### src/logic/dpctl_pkg.sv
// How it works
// - write strobe stays high whenever this controller changes address lines.
// - with output enable low, pulse spans turn-off delay plus data setup.
// - memory access drives port select low and flag-latch select high.
// - controller never drives data pins while the device may drive them.
// - a flag write drives the requested value on data bit zero, other bits high, with memory select high.
// - flag write then read keeps memory select high through both cycles.
// - flag update pulse at least 10 ns; 5 ns from flag write to read.
// - on a slave, write strobe stays high until hold time after busy rises.
`default_nettype none
package dpctl_pkg;
    localparam int CLK_PERIOD_NS = 100;
    localparam int WRITE_PULSE_NS = 15;
    localparam int TURN_OFF_NS = 12;
    localparam int DATA_SETUP_NS = 15;
    localparam int FLAG_UPDATE_PULSE_NS = 10;
    localparam int FLAG_WRITE_TO_READ_NS = 5;
    localparam int SLAVE_HOLD_AFTER_RELEASE_NS = 15;
    localparam int RELEASE_TO_DATA_VALID_NS = 20;
    localparam int ACCESS_NS = 20;
    // least times round up, never below one cycle
    localparam int WP_NS = (WRITE_PULSE_NS > TURN_OFF_NS + DATA_SETUP_NS) ?
        WRITE_PULSE_NS : TURN_OFF_NS + DATA_SETUP_NS;
    localparam int WRITE_CYC = (WP_NS + CLK_PERIOD_NS - 1) / CLK_PERIOD_NS;
    localparam int FLAG_PULSE_CYC =
        (FLAG_UPDATE_PULSE_NS + CLK_PERIOD_NS - 1) / CLK_PERIOD_NS;
    localparam int FLAG_GAP_CYC =
        (FLAG_WRITE_TO_READ_NS + CLK_PERIOD_NS - 1) / CLK_PERIOD_NS;
    localparam int SLAVE_HOLD_CYC =
        (SLAVE_HOLD_AFTER_RELEASE_NS + CLK_PERIOD_NS - 1) / CLK_PERIOD_NS;
    localparam int READ_CYC =
        ((ACCESS_NS > RELEASE_TO_DATA_VALID_NS ? ACCESS_NS :
          RELEASE_TO_DATA_VALID_NS) + CLK_PERIOD_NS - 1) / CLK_PERIOD_NS;
    localparam int ADDR_W = 16;
    localparam int DATA_W = 16;
    localparam logic [3:0] CNT_W_ONE = 4'h1;
    localparam logic [1:0] OP_READ = 2'h0;
    localparam logic [1:0] OP_WRITE = 2'h1;
    localparam logic [1:0] OP_FLAG_WRITE = 2'h2;
    localparam logic [1:0] OP_FLAG_READ = 2'h3;
    typedef enum logic [5:0] {
        DPCTL_IDLE   = 6'h01,
        DPCTL_SETUP  = 6'h02,
        DPCTL_WAIT   = 6'h04,
        DPCTL_STROBE = 6'h08,
        DPCTL_GAP    = 6'h10,
        DPCTL_DONE   = 6'h20
    } dpctl_state_t;
endpackage : dpctl_pkg
`default_nettype wire

### src/logic/dpctl_sync.sv
`default_nettype none
// ----------------------------------------
// two-stage synchroniser for pin inputs
// ----------------------------------------
module dpctl_sync #(
    parameter int WIDTH = 1
) (
    input wire logic sys_clk_i,
    input wire logic rst_n_i,
    input wire logic [WIDTH-1:0] async_i,
    output logic [WIDTH-1:0] sync_o
);
    logic [WIDTH-1:0] meta_r;
    // first stage feeds only the second stage
    always_ff @(posedge sys_clk_i) begin
        if (!rst_n_i) begin
            meta_r <= '1;
            sync_o <= '1;
        end else begin
            meta_r <= async_i;
            sync_o <= meta_r;
        end
    end
endmodule : dpctl_sync
`default_nettype wire

### src/logic/dpctl_port_master.sv
`default_nettype none
// ----------------------------------------
// controller for one port of the dual-port ram
// ----------------------------------------
module dpctl_port_master #(
    parameter int ADDR_W = dpctl_pkg::ADDR_W,
    parameter int DATA_W = dpctl_pkg::DATA_W,
    parameter bit SLAVE_DEV = 1'b0
) (
    input wire logic sys_clk_i,
    input wire logic rst_n_i,
    // user request side
    input wire logic req_valid_i,
    output logic req_ready_o,
    input wire logic [1:0] req_op_i,
    input wire logic [ADDR_W-1:0] req_addr_i,
    input wire logic [DATA_W-1:0] req_wdata_i,
    input wire logic [1:0] req_lane_i,
    input wire logic [2:0] req_flag_i,
    output logic rsp_valid_o,
    output logic [DATA_W-1:0] rsp_rdata_o,
    input wire logic mbox_ack_i,
    output logic mbox_irq_o,
    // device pins
    output logic [ADDR_W-1:0] addr_o,
    output logic port_select_n_o,
    output logic flag_latch_select_n_o,
    output logic write_n_o,
    output logic output_enable_n_o,
    output logic upper_byte_lane_n_o,
    output logic lower_byte_lane_n_o,
    input wire logic [DATA_W-1:0] data_i,
    output logic [DATA_W-1:0] data_o,
    output logic data_oe_o,
    input wire logic busy_n_i,
    input wire logic irq_n_i
);
    // the flag encoding and byte lanes serve one 16-bit word only
    if (DATA_W != 16 || ADDR_W < 3 || ADDR_W > 16) begin : g_bad_width
        $error("dpctl_port_master: unsupported width");
    end

    dpctl_pkg::dpctl_state_t state_r;
    logic [1:0] op_r;
    logic [3:0] cnt_r;
    logic [DATA_W-1:0] rdata_nxt;
    logic busy_n_s;
    logic irq_n_s;
    logic [DATA_W-1:0] data_s;
    logic is_write;
    logic is_flag;

    // ----------------------------------------
    // pin synchronisers
    // ----------------------------------------
    dpctl_sync #(.WIDTH(DATA_W + 2)) u_sync (
        .sys_clk_i(sys_clk_i),
        .rst_n_i(rst_n_i),
        .async_i({busy_n_i, irq_n_i, data_i}),
        .sync_o({busy_n_s, irq_n_s, data_s})
    );

    assign is_write = (op_r == dpctl_pkg::OP_WRITE) ||
                      (op_r == dpctl_pkg::OP_FLAG_WRITE);
    assign is_flag = op_r[1];
    assign req_ready_o = (state_r == dpctl_pkg::DPCTL_IDLE);
    assign mbox_irq_o = ~irq_n_s;  // owner clears it by reading its mailbox

    // ----------------------------------------
    // sequencer
    // ----------------------------------------
    // address latches in idle only and selects change in idle and done, so they never move
    // while the write strobe is low
    always_ff @(posedge sys_clk_i) begin
        if (!rst_n_i) begin
            state_r <= dpctl_pkg::DPCTL_IDLE;
            op_r <= dpctl_pkg::OP_READ;
            cnt_r <= 4'h0;
        end else begin
            unique case (state_r)
                dpctl_pkg::DPCTL_IDLE: begin
                    if (req_valid_i) begin
                        op_r <= req_op_i;
                        state_r <= dpctl_pkg::DPCTL_SETUP;
                    end
                end
                dpctl_pkg::DPCTL_SETUP: begin
                    // wait for busy to settle before any strobe
                    state_r <= dpctl_pkg::DPCTL_WAIT;
                    cnt_r <= 4'h0;
                end
                dpctl_pkg::DPCTL_WAIT: begin
                    // busy needs both sync flops to reflect the new address,
                    // so the first wait cycle never strobes; a slave also
                    // keeps a write off for the hold time after release
                    if (!busy_n_s && !is_flag) begin
                        cnt_r <= 4'h0;
                    end else if (cnt_r != 4'h0 &&
                                 (!SLAVE_DEV || !is_write || is_flag ||
                                 cnt_r >= 4'(dpctl_pkg::SLAVE_HOLD_CYC))) begin
                        state_r <= dpctl_pkg::DPCTL_STROBE;
                        cnt_r <= 4'h0;
                    end else begin
                        cnt_r <= cnt_r + dpctl_pkg::CNT_W_ONE;
                    end
                end
                dpctl_pkg::DPCTL_STROBE: begin
                    cnt_r <= cnt_r + dpctl_pkg::CNT_W_ONE;
                    // a flag read waits out the read path like a word read
                    if (is_flag && is_write) begin
                        if (cnt_r + dpctl_pkg::CNT_W_ONE >=
                            4'(dpctl_pkg::FLAG_PULSE_CYC)) begin
                            state_r <= dpctl_pkg::DPCTL_GAP;
                            cnt_r <= 4'h0;
                        end
                    end else if (is_write) begin
                        if (cnt_r + dpctl_pkg::CNT_W_ONE >=
                            4'(dpctl_pkg::WRITE_CYC)) begin
                            state_r <= dpctl_pkg::DPCTL_GAP;
                            cnt_r <= 4'h0;
                        end
                    end else if (cnt_r + dpctl_pkg::CNT_W_ONE >=
                                 4'(dpctl_pkg::READ_CYC) + 4'h2) begin
                        state_r <= dpctl_pkg::DPCTL_GAP;
                        cnt_r <= 4'h0;
                    end
                end
                dpctl_pkg::DPCTL_GAP: begin
                    // flag write to read gap, also lets data pins turn round
                    if (cnt_r + dpctl_pkg::CNT_W_ONE >=
                        4'(dpctl_pkg::FLAG_GAP_CYC)) begin
                        state_r <= dpctl_pkg::DPCTL_DONE;
                    end else begin
                        cnt_r <= cnt_r + dpctl_pkg::CNT_W_ONE;
                    end
                end
                dpctl_pkg::DPCTL_DONE: begin
                    state_r <= dpctl_pkg::DPCTL_IDLE;
                end
                default: begin
                    state_r <= dpctl_pkg::DPCTL_IDLE;
                end
            endcase
        end
    end

    // ----------------------------------------
    // pin drivers
    // ----------------------------------------
    always_ff @(posedge sys_clk_i) begin
        if (!rst_n_i) begin
            addr_o <= '0;
            port_select_n_o <= 1'b1;
            flag_latch_select_n_o <= 1'b1;
            write_n_o <= 1'b1;
            output_enable_n_o <= 1'b1;
            upper_byte_lane_n_o <= 1'b1;
            lower_byte_lane_n_o <= 1'b1;
            data_o <= '0;
            data_oe_o <= 1'b0;
        end else begin
            write_n_o <= 1'b1;
            output_enable_n_o <= 1'b1;
            data_oe_o <= 1'b0;
            if (state_r == dpctl_pkg::DPCTL_IDLE && req_valid_i) begin
                if (req_op_i[1]) begin
                    // flag: memory select high, flag select low
                    addr_o <= ADDR_W'(req_flag_i);
                    port_select_n_o <= 1'b1;
                    flag_latch_select_n_o <= 1'b0;
                    upper_byte_lane_n_o <= 1'b1;
                    lower_byte_lane_n_o <= 1'b1;
                    data_o <= {{(DATA_W-1){1'b1}}, req_wdata_i[0]};
                end else begin
                    addr_o <= req_addr_i;
                    port_select_n_o <= 1'b0;
                    flag_latch_select_n_o <= 1'b1;
                    upper_byte_lane_n_o <= ~req_lane_i[1];
                    lower_byte_lane_n_o <= ~req_lane_i[0];
                    data_o <= req_wdata_i;
                end
            end else if (state_r == dpctl_pkg::DPCTL_DONE) begin
                port_select_n_o <= 1'b1;
                flag_latch_select_n_o <= 1'b1;
                upper_byte_lane_n_o <= 1'b1;
                lower_byte_lane_n_o <= 1'b1;
            end
            if (state_r == dpctl_pkg::DPCTL_STROBE) begin
                // drive data only with output enable high, never both
                write_n_o <= ~is_write;
                output_enable_n_o <= is_write;
                data_oe_o <= is_write;
                // strobe and data follow the strobe cycles one edge late and lift together
                // on the edge that ends the first gap cycle, so the pulse is the full count
            end
        end
    end

    // ----------------------------------------
    // read capture and answer
    // ----------------------------------------
    always_comb begin
        rdata_nxt = data_s;
        if (is_flag) rdata_nxt = {{(DATA_W-1){1'b0}}, data_s[0]};
    end

    always_ff @(posedge sys_clk_i) begin
        if (!rst_n_i) begin
            rsp_valid_o <= 1'b0;
            rsp_rdata_o <= '0;
        end else begin
            rsp_valid_o <= (state_r == dpctl_pkg::DPCTL_DONE);
            if (state_r == dpctl_pkg::DPCTL_GAP && !is_write)
                rsp_rdata_o <= rdata_nxt;
        end
    end

    logic unused_ack;
    assign unused_ack = mbox_ack_i;
endmodule : dpctl_port_master
`default_nettype wire

### config.mk
export PLATFORM = sky130hd
export DESIGN_NAME = dpctl_port_master
export DESIGN_NICKNAME = d
export VERILOG_FILES = /design/src/logic/dpctl_pkg.sv /design/src/logic/dpctl_sync.sv /design/src/logic/dpctl_port_master.sv
export SDC_FILE = /design/constraint.sdc
export NUM_CORES = 1
export LEC_CHECK = 0
export ABC_AREA = 1
export ABC_CLOCK_PERIOD_IN_PS = 2700
export BUFFER_PORTS_ARGS = -buffer_cell sky130_fd_sc_hd__buf_2
export CORE_MARGIN = 4
export CORE_UTILIZATION = 54
export DETAILED_ROUTE_END_ITERATION = 10
export HOLD_SLACK_MARGIN = 0.06
export PLACE_DENSITY = 0.95
export SYNTH_ARGS = -nofsm -noshare
export SYNTH_HDL_FRONTEND = slang
export SYNTH_SLANG_ARGS = --single-unit
### constraint.sdc
create_clock -name sys_clk_i -period 2.7 [get_ports sys_clk_i]
set_input_delay 0.27 -clock sys_clk_i [delete_from_list [all_inputs] [get_ports sys_clk_i]]
set_output_delay 0.27 -clock sys_clk_i [all_outputs]
set_load 0.02 [all_outputs]
# --- Yosys cells after proc, flatten, opt, wreduce, memory -nomap -nowiden ---
# Cells that the tools add are included.
word_totals:
  ff_bits: 104
  input_bits: 61
  out_inout_bits: 58
  elab_cells: 81
classes:
  addsub: 1
  n_lt_le_gt_ge: 2
  n_eq_ne: 14
  mux: 29
  n_bitwise: 4
  n_reduce_logical: 15
ops:
  columns: ["cell", "n"]
  rows:
  - ["16-bit 2-to-1 mux", 3]
  - ["6-bit 2-to-1 mux", 8]
  - ["6-bit case mux with 5 select lines", 1]
  - ["4-bit 2-to-1 mux", 7]
  - ["4-bit case mux with 4 select lines", 1]
  - ["2-bit != test, second input constant", 5]
  - ["1-bit 2-to-1 mux", 9]
  - ["4-bit nonzero test", 2]
  - ["6-bit by 1-bit == test with 1-bit output, second input constant", 1]
  - ["6-bit by 2-bit == test with 1-bit output, second input constant", 1]
  - ["6-bit by 3-bit == test with 1-bit output, second input constant", 1]
  - ["6-bit by 4-bit == test with 1-bit output, second input constant", 1]
  - ["6-bit by 5-bit == test with 1-bit output, second input constant", 1]
  - ["6-bit == test, second input constant", 1]
  - ["2-bit AND reduction", 3]
  - ["5-bit AND reduction", 1]
  - ["4-bit by 1-bit adder with 4-bit output, second input constant", 1]
  - ["4-bit by 1-bit greater-or-equal comparator with 1-bit output, second input constant", 1]
  - ["4-bit by 2-bit greater-or-equal comparator with 1-bit output, second input constant", 1]
  - ["1-bit logical AND", 4]
  - ["4-bit != test, second input constant", 1]
  - ["1-bit NOT", 4]
  - ["1-bit zero test", 3]
  - ["2-bit by 1-bit == test with 1-bit output, second input constant", 1]
  - ["other kinds (3)", 3]

# --- Logic depth before layout (Yosys ltp) ---
# Gate-level depths: netlist of the first run.
logic_depth:
  ltp_word: 6
  depth_mapped: 12
  depth_no_buf: 12

# --- Hierarchy ---
# From an unflattened synthesis of the first run, not the netlist that was laid out.
unflattened:
  hier_cells: 490
  hier_area_um2: 4135.2
by_module_without_submodules:
  columns: ["mod", "instances", "cells_each", "area_each_um2", "seq_area_each_um2"]
  rows:
  - ["dpctl_port_master", 1, 378, 3083.0, 1361.3]
  - ["dpctl_sync", 1, 112, 1052.3, 720.7]

# --- Worst setup path after synthesis of the first run ---
# Ideal clock, no wire load.
synth_timing:
  path_type: "reg2reg"
  from: "register cnt_r[0]"
  to: "register state_r[3]"
  setup_time_ns: 0.128
  t_arrival_ns: 1.321
  required_time_ns: 2.572
  setup_slack_ns: 1.252
  path_stages_with_launch: 11
  path_buffers: 0
  synth_period_minus_slack_ns: 1.448
  path_cell_list: "dfxtp_1 > inv_1 > ha_1 > nor3_2 > nand3_1 > nand2_1 > inv_1 > nand3_1 > nand2_1 > nand2_1 > nor2_1"
synth_between:
  elab_chain_cells: 6
  elab_cells_between_ends: 12
  cone_classes: "add/sub: 1; order compare: 2; eq/ne: 3; mux: 4; reduce/logical: 2"
synth_lines:
  columns: ["element", "line_no", "source"]
  rows:
  - ["from (decl)", "dpctl_port_master.sv:45", "logic [3:0] cnt_r;"]
  - ["from (signal assigned)", "dpctl_port_master.sv:104", "cnt_r <= cnt_r + dpctl_pkg::CNT_W_ONE;"]
  - ["from (signal assigned)", "dpctl_port_master.sv:108", "cnt_r <= cnt_r + dpctl_pkg::CNT_W_ONE;"]
  - ["from (signal assigned)", "dpctl_port_master.sv:134", "cnt_r <= cnt_r + dpctl_pkg::CNT_W_ONE;"]
  - ["4-bit by 1-bit adder with 4-bit output", null, null]
  - ["4-bit by 1-bit greater-or-equal comparator with 1-bit output", "dpctl_port_master.sv:111, dpctl_port_master.sv:117, dpctl_port_master.sv:130", null]
  - ["6-bit 2-to-1 mux (3 in a row)", null, null]
  - ["6-bit case mux with 5 select lines", null, null]
  - ["to (signal assigned)", "dpctl_port_master.sv:76", "state_r <= dpctl_pkg::DPCTL_IDLE;"]
  - ["to (signal assigned)", "dpctl_port_master.sv:84", "state_r <= dpctl_pkg::DPCTL_SETUP;"]
  - ["to (signal assigned)", "dpctl_port_master.sv:89", "state_r <= dpctl_pkg::DPCTL_WAIT;"]
  - ["to (decl)", "dpctl_port_master.sv:43", "dpctl_pkg::dpctl_state_t state_r;"]
# Parallel ways exist; a longest one is shown, timed or not.
# A chain may end at the register's enable or synchronous reset.

# --- Worst setup path after layout of the first run ---
layout_timing:
  from: "register state_r[1]"
  to: "register port_select_n_o"
layout_between:
  elab_chain_cells: 3
  elab_cells_between_ends: 5
  cone_classes: "eq/ne: 2; mux: 1; reduce/logical: 2"
layout_lines:
  columns: ["element", "line_no", "source"]
  rows:
  - ["6-bit by 1-bit == test with 1-bit output", "dpctl_port_master.sv:165", "if (state_r == dpctl_pkg::DPCTL_IDLE && req_valid_i) begin"]
  - ["1-bit logical AND", "dpctl_port_master.sv:165", null]
  - ["1-bit 2-to-1 mux / 2-bit nonzero test (equally long branches)", null, null]
  - ["to (signal assigned)", "dpctl_port_master.sv:169", "port_select_n_o <= 1'b1;"]
  - ["to (signal assigned)", "dpctl_port_master.sv:176", "port_select_n_o <= 1'b0;"]
  - ["to (signal assigned)", "dpctl_port_master.sv:183", "port_select_n_o <= 1'b1;"]
  - ["to (decl)", "dpctl_port_master.sv:26", "output logic port_select_n_o,"]
# Parallel ways exist; a longest one is shown, timed or not.

==> results_tabular.tex, run 1 <==
\begin{tabular}{lr}
\hline
Metric & Value \\
\hline
\multicolumn{2}{l}{\textbf{Outcome}} \\
Result of the run & completed \\
\multicolumn{2}{l}{\textbf{GRT}} \\
Number of global-route vias before repair & 3,230 \\
Gr ovfl total & 0 \\
Initial antenna violation count & 0 \\
Maximum number of pins on one net before global-route repair & 77 \\
Global router's overall resource usage & 20.7\% \\
Wire length of the first global-routing pass & 14,300 um \\
\multicolumn{2}{l}{\textbf{Worst setup path}} \\
Critical path type & reg -> reg \\
Critical-path cell list & nor2\_4, nand3\_2, nor2\_4, inv\_1, nand2\_1, o21ai\_0, nand2\_1 \\
Worst-path fanout max & 23 \\
Depth of the most critical reg-to-reg path & 7 \\
Reg-to-Reg End & port\_select\_n\_o \\
Type of element capturing the critical path & register \\
WP data arrival & about 2.1 ns \\
Number of buffers and inverters on the critical path & 1 \\
Critical path's top delay family & simple AND/OR/NAND/NOR gates \\
Setup slack of the worst register-to-register path & about 0.83 ns \\
Critical Path Stages & 7 \\
Critical Path RT & 2.95 ns \\
Cell with the largest stage delay on the worst path & sky130\_fd\_sc\_hd\_\_dfxtp\_1 \\
Largest stage delay on the critical path & between 0.4 and 0.5 ns \\
Origin of the critical flop-to-flop path & state\_r[1] \\
Type of element launching the critical path & register \\
\multicolumn{2}{l}{\textbf{Final layout}} \\
Final design utilization & about two thirds \\
Fraction of layout instances using a drive strength above 1 & 37.1\% \\
Filler Cell Count & 554 \\
Layout Cell Area excl Fill & around 4600 um\^{}2 \\
Sequential cell area in the final layout & 2080 um\^{}2 \\
Area used by multi-input combinational logic & roughly 1500 um\^{}2 \\
Layout overhead on the synthesized area & 20.7\% \\
Layout Nets & roughly 600 \\
Antenna diode count & 0 \\
\multicolumn{2}{l}{\textbf{Clock network}} \\
Number of CTS-inserted buffers & 9 \\
\# Post-CTS Setup Buffers & 0 \\
Cells resized by post-CTS repair & 0 \\
Buffers from clock root to sink, at most & 2 \\
Hold-fix buffers, CTS & 0 \\
Total number of H-tree levels & 3 \\
Clock tree sinks & 104 \\
Clk\_lat worst skew & between 0.3 and 0.4 ns \\
Clock tree from TritonCTS & built \\
Root cell of the clock tree & sky130\_fd\_sc\_hd\_\_clkbuf\_8 \\
Clock slew seen by the registers of the worst setup and hold paths & 0.11 ns \\
\multicolumn{2}{l}{\textbf{Timing}} \\
Count of pins over their slew limit & 0 \\
Timing-limited maximum frequency & 535 MHz \\
Final clock period utilization by the worst path & 69.3\% \\
Clock tree skew after final layout & 0.0188 ns \\
Final critical path time including I/O delays and setup & 1.87 ns \\
Final setup TNS & 0 ns \\
Final count of negative-setup-slack endpoints & 0 \\
Unrepaired setup endpoints after global routing & no \\
Final Hold Fails & 0 \\
Worst slew slack as a fraction of its limit & 29.8\% \\
Hold Slack & 0.0751 ns \\
Actual transition at the worst max-transition pin & 1.05 ns \\
\multicolumn{2}{l}{\textbf{Floorplan}} \\
Starting density of the core & 55.7\% \\
Area of the die & 8450 um\^{}2 \\
Area of the core region & about 7000 um\^{}2 \\
Number of top-level design ports & between 100 and 150 \\
Die height & 91.9 um \\
Die extent in x & 91.9 um \\
Site row count & 30 \\
\multicolumn{2}{l}{\textbf{Synth}} \\
Primary flip-flop cell chosen by synthesis mapping & sky130\_fd\_sc\_hd\_\_dfxtp\_1 \\
Area fraction of the dominant cell type after synthesis & 54.8\% \\
Fraction of synthesis flops using an asynchronous set or reset pin & 0\% \\
Cells after synthesis & 425 \\
Cell types with the largest area share after synthesis & sky130\_fd\_sc\_hd\_\_dfxtp\_1, sky130\_fd\_sc\_hd\_\_nand2\_1, sky130\_fd\_sc\_hd\_\_or2\_2 \\
Sequential-to-total area share from yosys stat & 54.8\% \\
Synthesized Nets & 490 \\
Number of register bits inferred by synthesis & 104 \\
Warning count from the yosys run & 0 \\
Post-synthesis area per instance & 8.95 um\^{}2 \\
Cell type with the highest aggregate area in the netlist & sky130\_fd\_sc\_hd\_\_dfxtp\_1 \\
Distinct cell type count after synthesis & 30 \\
Count of flip-flops with a built-in enable after synthesis & 0 \\
Post-synthesis instance area & 3800 um\^{}2 \\
\multicolumn{2}{l}{\textbf{Place}} \\
Port-buffer cells & 117 \\
Post-detailed-placement half-perimeter wirelength & 6310 um \\
Weighted congestion reported at the end of routability-driven placement & 0.826 \\
Instance area after placement & around 4400 um\^{}2 \\
\multicolumn{2}{l}{\textbf{Power}} \\
Sw Ratio & 37.6\% \\
Leakage power & 2.08 nW \\
Pwr dens & 898 nW/um\^{}2 \\
Sw power & $\sim$1.6 mW \\
Fraction of power consumed by sequential logic & 45.7\% \\
VDD IR max & 0.527 mV \\
Cell Int Power & 2.57 mW \\
Clock power share & 23.4\% \\
Combinational share of power & 31.0\% \\
\multicolumn{2}{l}{\textbf{Drt}} \\
Via total after detailed routing & 3,207 \\
Post-route DRC violation count & 0 \\
Via density per instance & 5.05 \\
Wire length per cell after detailed routing & 13.7 um \\
Initial drt markers & 156 \\
Final wirelength & roughly 8700 um \\
Drt first pass iters & 4 \\
Routed Antenna Nets & 0 \\
\multicolumn{2}{l}{\textbf{Hold path}} \\
Worst hold path startpoint & data\_i[10] \\
Worst hold stages & 2 \\
Worst Hold Path EP & u\_sync.meta\_r[10] \\
Worst min-delay path class & in -> reg \\
\multicolumn{2}{l}{\textbf{Run}} \\
Maximum capacitance violations & 0 \\
\hline
\end{tabular}
==> worst register-to-register path, cell delays in order, from the launching register on <==
cell and delay [ns]:
sky130_fd_sc_hd__dfxtp_1 0.48, sky130_fd_sc_hd__nor2_4 0.07, sky130_fd_sc_hd__nand3_2 0.09, sky130_fd_sc_hd__nor2_4 0.04
sky130_fd_sc_hd__inv_1 0.48, sky130_fd_sc_hd__nand2_1 0.25, sky130_fd_sc_hd__o21ai_0 0.28, sky130_fd_sc_hd__nand2_1 0.08
==> sequential cells by signal (all words and copies together), names as in the netlist, 2 cells and up <==
signal,flops
rsp_rdata_o,16
op_r,2
data_o,16
addr_o,16
u_sync.meta_r,18
state_r,6
cnt_r,4
u_sync.sync_o,18
==> cell families (layout without fill, tap and decap cells) <==
family,count (synthesis),count (layout),share of synthesized area (%)
AOI/OAI and AO/OA,61,61,10.9
adders and majority gates,4,4,1.32
buffers and inverters,52,166,6.71
DFF,104,104,54.8
and+or+nand+nor,204,204,26.3
==> per-layer routing <==
layer	up-vias	share of wire (%)	global-route usage (%)
met5	-	0	0
met4	0	3.4	11.6
met3	32	4.2	4.84
met2	82	53	37.6
met1	1490	40	21.9
li1	1603	-	-
==> Yosys cell counts (all sizes together), types with 3 or more instances <==
| master | number |
|---|---|
| buf | 11 |
| nand2 | 92 |
| dfxtp | 104 |
| o221a | 15 |
| nor2 | 32 |
| clkbuf | 9 |
| a21oi | 33 |
| o21ai | 7 |
| ha | 4 |
| nand3 | 33 |
| inv | 31 |
| nand4 | 8 |
| a31oi | 3 |
| or2 | 36 |
==> power groups by stage <==
stage / Sequential [mW] / Clock [mW] / Combinational, mW
after floorplan: 2.09 / 0 / 0.786
after global placement: 1.90 / 0 / 1.23
after detailed placement: 1.91 / 0 / 1.27
after CTS: 1.88 / 0.982 / 1.28
after global routing: 1.91 / 1.05 / 1.39
final: 1.88 / 0.963 / 1.28
==> metrics by stage <==
step / std cells / worst slack [ns] / total power [mW]
2_1_floorplan: 425 / 1.25 / 2.88
3_3_place_gp: 619 / 0.852 / 3.13
3_5_place_dp: 619 / 0.847 / 3.19
4_1_cts: 635 / 0.813 / 4.15
5_1_grt: 635 / 0.705 / 4.35
6_report: 635 / 0.830 / 4.12
==> layout make-up <==
| type | count | area share (%) |
|---|---|---|
| Tap cell | 96 | 2.62 |
| Sequential cell | 104 | 45.4 |
| Clock buffer | 9 | 2.70 |
| Inverter | 32 | 2.75 |
| Timing Repair Buffer | 118 | 12.9 |
| Multi-Input combinational cell | 269 | 31.9 |
| Clock inverter | 7 | 1.74 |
==> how the worst max path moves through the flow <==
| stage | to | from |
|---|---|---|
| floorplan | state_r[3] | cnt_r[0] |
| global route | port_select_n_o | state_r[1] |
| finish | port_select_n_o | state_r[1] |
| detailed placement | data_oe_o | rst_n_i |
| CTS | port_select_n_o | state_r[1] |
| global placement | data_oe_o | rst_n_i |
==> placed cells by master, fill, tap and decap left out, types with 2 or more instances in the layout <==
| cell | n |
|---|---|
| sky130_fd_sc_hd__buf_2 | 117 |
| sky130_fd_sc_hd__dfxtp_1 | 104 |
| sky130_fd_sc_hd__nand2_1 | 90 |
| sky130_fd_sc_hd__or2_2 | 36 |
| sky130_fd_sc_hd__a21oi_1 | 33 |
| sky130_fd_sc_hd__nand3_1 | 32 |
| sky130_fd_sc_hd__inv_1 | 28 |
| sky130_fd_sc_hd__nor2_1 | 24 |
| sky130_fd_sc_hd__o221a_2 | 13 |
| sky130_fd_sc_hd__clkbuf_8 | 9 |
| sky130_fd_sc_hd__nand4_1 | 8 |
| sky130_fd_sc_hd__o21ai_0 | 7 |
| sky130_fd_sc_hd__nor2_4 | 6 |
| sky130_fd_sc_hd__ha_1 | 4 |
| sky130_fd_sc_hd__a31oi_1 | 3 |
| sky130_fd_sc_hd__inv_2 | 2 |
| sky130_fd_sc_hd__nor2_2 | 2 |
| sky130_fd_sc_hd__nand2_4 | 2 |
| sky130_fd_sc_hd__inv_6 | 2 |
| sky130_fd_sc_hd__o221a_1 | 2 |
| sky130_fd_sc_hd__inv_8 | 2 |
No activity file was read; power rests on OpenSTA's default activity.
==> run 2: changes to the inputs <==
Settings changed: ABC_CLOCK_PERIOD_IN_PS 2700 to 1600, CORE_UTILIZATION 54 to 45, PLACE_DENSITY 0.95 to 0.86.
Clock period 2.7 ns to 1.6 ns, I/O delays scaled along.
==> run 2 against run 1 <==
  * The flow now finishes with violations (negative setup slack)
  * Largest power group unchanged
  * Register-to-register slack got worse by 0.87 ns
  * Routed wire length grew 24%
  * Non-clock buffer count increased by 67
  * Worst hold slack got worse by 0.0047 ns
  * Largest cell class unchanged
  * Final cell count grew 12%
  * Highest routed layer unchanged
  * Via count rose by 16%
==> results_tabular.tex, run 2 (same netlist as run 1, synthesis figures left out) <==
\begin{tabular}{lr}
\hline
Metric & Value \\
\hline
\multicolumn{2}{l}{\textbf{Final layout}} \\
Antenna diode count & 0 (unchanged) \\
Layout Nets & 666 (+11\%) \\
Layout overhead on the synthesized area & 40.1\% \\
Area used by multi-input combinational logic & 1540 um\^{}2 (+4.8\%) \\
Filler Cell Count & 577 (+4.2\%) \\
Sequential cell area in the final layout & 2090 um\^{}2 (+0.54\%) \\
Fraction of layout instances using a drive strength above 1 & 39.4\% (+2.3 points) \\
Biggest regs & u\_sync.meta\_r x18, u\_sync.sync\_o x18 \\
Most frequent standard cell in the layout excluding fill and tap cells & sky130\_fd\_sc\_hd\_\_buf\_2 \\
Commonest non-fill, non-tap cells in the layout & sky130\_fd\_sc\_hd\_\_buf\_2, sky130\_fd\_sc\_hd\_\_dfxtp\_1, sky130\_fd\_sc\_hd\_\_nand2\_1, sky130\_fd\_sc\_hd\_\_dlygate4sd3\_1, sky130\_fd\_sc\_hd\_\_or2\_2 \\
Count of non-filler cells in the finished layout & 711 (+12\%) \\
\multicolumn{2}{l}{\textbf{Timing}} \\
Worst slew slack as a fraction of its limit & 65.9\% (+36 points) \\
Unrepaired setup endpoints after global routing & yes \\
Minimum setup slack in the final design & -0.0376 ns (-0.868 ns) \\
Clock tree skew after final layout & 0.0133 ns (-0.00546 ns) \\
Final clock period utilization by the worst path & 102\% (+33 points) \\
Final Hold Fails & 0 (unchanged) \\
Final count of negative-setup-slack endpoints & 2 (+2) \\
Actual transition at the worst max-transition pin & 0.510 ns (-0.540 ns) \\
Final critical path time including I/O delays and setup & 1.64 ns (-0.232 ns) \\
Count of pins over their slew limit & 0 (unchanged) \\
Timing-limited maximum frequency & 611 MHz (+14\%) \\
\multicolumn{2}{l}{\textbf{Floorplan}} \\
Area of the core region & 8220 um\^{}2 (+20\%) \\
Die extent in x & 99.9 um (+8.7\%) \\
Number of top-level design ports & 119 (unchanged) \\
Area of the die & 9980 um\^{}2 (+18\%) \\
Site row count & 33 (+10\%) \\
Starting density of the core & 46.3\% (-9.4 points) \\
Die height & 99.9 um (+8.7\%) \\
\multicolumn{2}{l}{\textbf{Drt}} \\
Drt first pass iters & 8 (+4) \\
Final wirelength & 10,800 um (+24\%) \\
Routed Antenna Nets & 0 (unchanged) \\
Via total after detailed routing & 3,714 (+16\%) \\
Wire length per cell after detailed routing & 15.2 um (+11\%) \\
Via density per instance & 5.22 (+3.4\%) \\
Initial drt markers & 339 (+120\%) \\
Post-route DRC violation count & 0 (unchanged) \\
\multicolumn{2}{l}{\textbf{GRT}} \\
Number of global-route vias before repair & 3,617 (+12\%) \\
Wire length of the first global-routing pass & 16,800 um (+17\%) \\
Initial antenna violation count & 0 (unchanged) \\
Gr ovfl total & 0 (unchanged) \\
Global router's overall resource usage & 20.8\% (+0.030 points) \\
Maximum number of pins on one net before global-route repair & 44 (-43\%) \\
\multicolumn{2}{l}{\textbf{Clock network}} \\
Total number of H-tree levels & 3 (unchanged) \\
Clk\_lat worst skew & 0.37 ns (about the same) \\
Clock slew seen by the registers of the worst setup and hold paths & 0.11 ns (about the same) \\
Root cell of the clock tree & sky130\_fd\_sc\_hd\_\_clkbuf\_8 \\
Buffers from clock root to sink, at most & 2 (unchanged) \\
Clock tree from TritonCTS & built \\
Number of CTS-inserted buffers & 9 (unchanged) \\
Clock tree sinks & 104 (unchanged) \\
\multicolumn{2}{l}{\textbf{Power}} \\
Sw Ratio & 37.6\% (-0.079 points) \\
Pwr dens & 1380 nW/um\^{}2 (+54\%) \\
VDD IR max & 0.712 mV (+35\%) \\
Cell Int Power & 4.60 mW (+79\%) \\
Sw power & 2.77 mW (+79\%) \\
Leakage power & 2.40 nW (+16\%) \\
Fraction of power consumed by sequential logic & 43.4\% (-2.3 points) \\
Combinational share of power & 34.5\% (+3.5 points) \\
Clock power share & 22.2\% (-1.2 points) \\
\multicolumn{2}{l}{\textbf{Worst setup path}} \\
Origin of the critical flop-to-flop path & cnt\_r[1] \\
Startpoint of the most critical setup path & cnt\_r[1] \\
Worst-path fanout max & 4 (-83\%) \\
WP data arrival & 1.94 ns (-0.18 ns) \\
Setup slack of the worst register-to-register path & -0.04 ns (-0.87 ns) \\
Type of element capturing the critical path & register \\
Critical path type & reg -> reg \\
Critical Path RT & 1.91 ns (-1.04 ns) \\
Type of element launching the critical path & register \\
\multicolumn{2}{l}{\textbf{Outcome}} \\
Failing checks & negative setup slack \\
Result of the run & complete, but fails checks \\
\multicolumn{2}{l}{\textbf{Hold path}} \\
Worst hold path startpoint & req\_wdata\_i[11] \\
Worst min-delay path class & in -> reg \\
\multicolumn{2}{l}{\textbf{Place}} \\
Port-buffer cells & 117 (unchanged) \\
Setup slack at placement & 0.00114 ns (-0.846 ns) \\
Weighted congestion reported at the end of routability-driven placement & 0.949 (+15\%) \\
Post-detailed-placement half-perimeter wirelength & 6330 um (+0.29\%) \\
Cell Count Post-Placement & 637 (+2.9\%) \\
\multicolumn{2}{l}{\textbf{Run}} \\
Maximum capacitance violations & 0 (unchanged) \\
\hline
\end{tabular}
==> run 2: worst paths after layout <==
kind | endpoint | cells after the start
max | cnt_r[1] | 9
min | data_o[11] | 2
max reg2reg | cnt_r[1] | 9
min reg2reg | u_sync.sync_o[10] | 1
==> run 2: critical path, cell delays in order, from the launching register on <==
cell                      delay [ns]
sky130_fd_sc_hd__dfxtp_4        0.38
sky130_fd_sc_hd__ha_2           0.18
sky130_fd_sc_hd__inv_1          0.08
sky130_fd_sc_hd__nor3_4         0.27
sky130_fd_sc_hd__nand2_2        0.14
sky130_fd_sc_hd__nand2_4        0.11
sky130_fd_sc_hd__nand2_1        0.10
sky130_fd_sc_hd__nor2_1         0.11
sky130_fd_sc_hd__nand2_1        0.07
sky130_fd_sc_hd__a21oi_1        0.12
==> run 2: per-layer routing <==
metal | GRT usage [%] | vias up | part of all wire [%]
li1 | - | 1739 | -
met1 | 21.8 | 1723 | 37
met2 | 38.5 | 198 | 53
met3 | 4.66 | 54 | 5.6
met4 | 10.5 | 0 | 4.3
met5 | 0 | - | 0
==> run 2: power groups by stage <==
stage / sequential [mW] / clock, mW / combinational, mW
3_3_place_gp: 3.21 / 0 / 2.16
3_5_place_dp: 3.23 / 0 / 2.23
6_report: 3.20 / 1.63 / 2.54
2_1_floorplan: 3.53 / 0 / 1.33
5_1_grt: 3.24 / 1.77 / 2.74
4_1_cts: 3.18 / 1.66 / 2.33
==> run 2: cell type report <==
class                           count  area share, %
Sequential cell                   104           39.3
Multi-Input combinational cell    269           28.8
Timing Repair Buffer              185           23.2
Clock buffer                       10           2.58
Inverter                           32           2.51
Tap cell                          105           2.47
Clock inverter                      6           1.17
==> run 2: stage by stage <==
step | util (%) | TNS [ns] | hold WS (ns) | cell area, um^2 | power (mW)
after floorplan | - | 0 | 0.267 | 3800 | 4.86
after global placement | 54.5 | 0 | 0.344 | 4480 | 5.37
after detailed placement | 54.5 | 0 | 0.348 | 4480 | 5.46
after CTS | 63.0 | 0 | 0.0609 | 5180 | 7.17
after global routing | 64.8 | -0.422 | 0.0631 | 5330 | 7.74
final | 64.8 | -0.0531 | 0.0703 | 5330 | 7.37
==> run 2: timing repair <==
item                                   in CTS  in global routing
buffers inserted                            0                  8
hold buffers                               50                  0
pin swaps                                   0                 12
setup endpoints to repair                   3                 13
endpoints found under the hold margin      50                  0
gates resized for setup                     1                 28
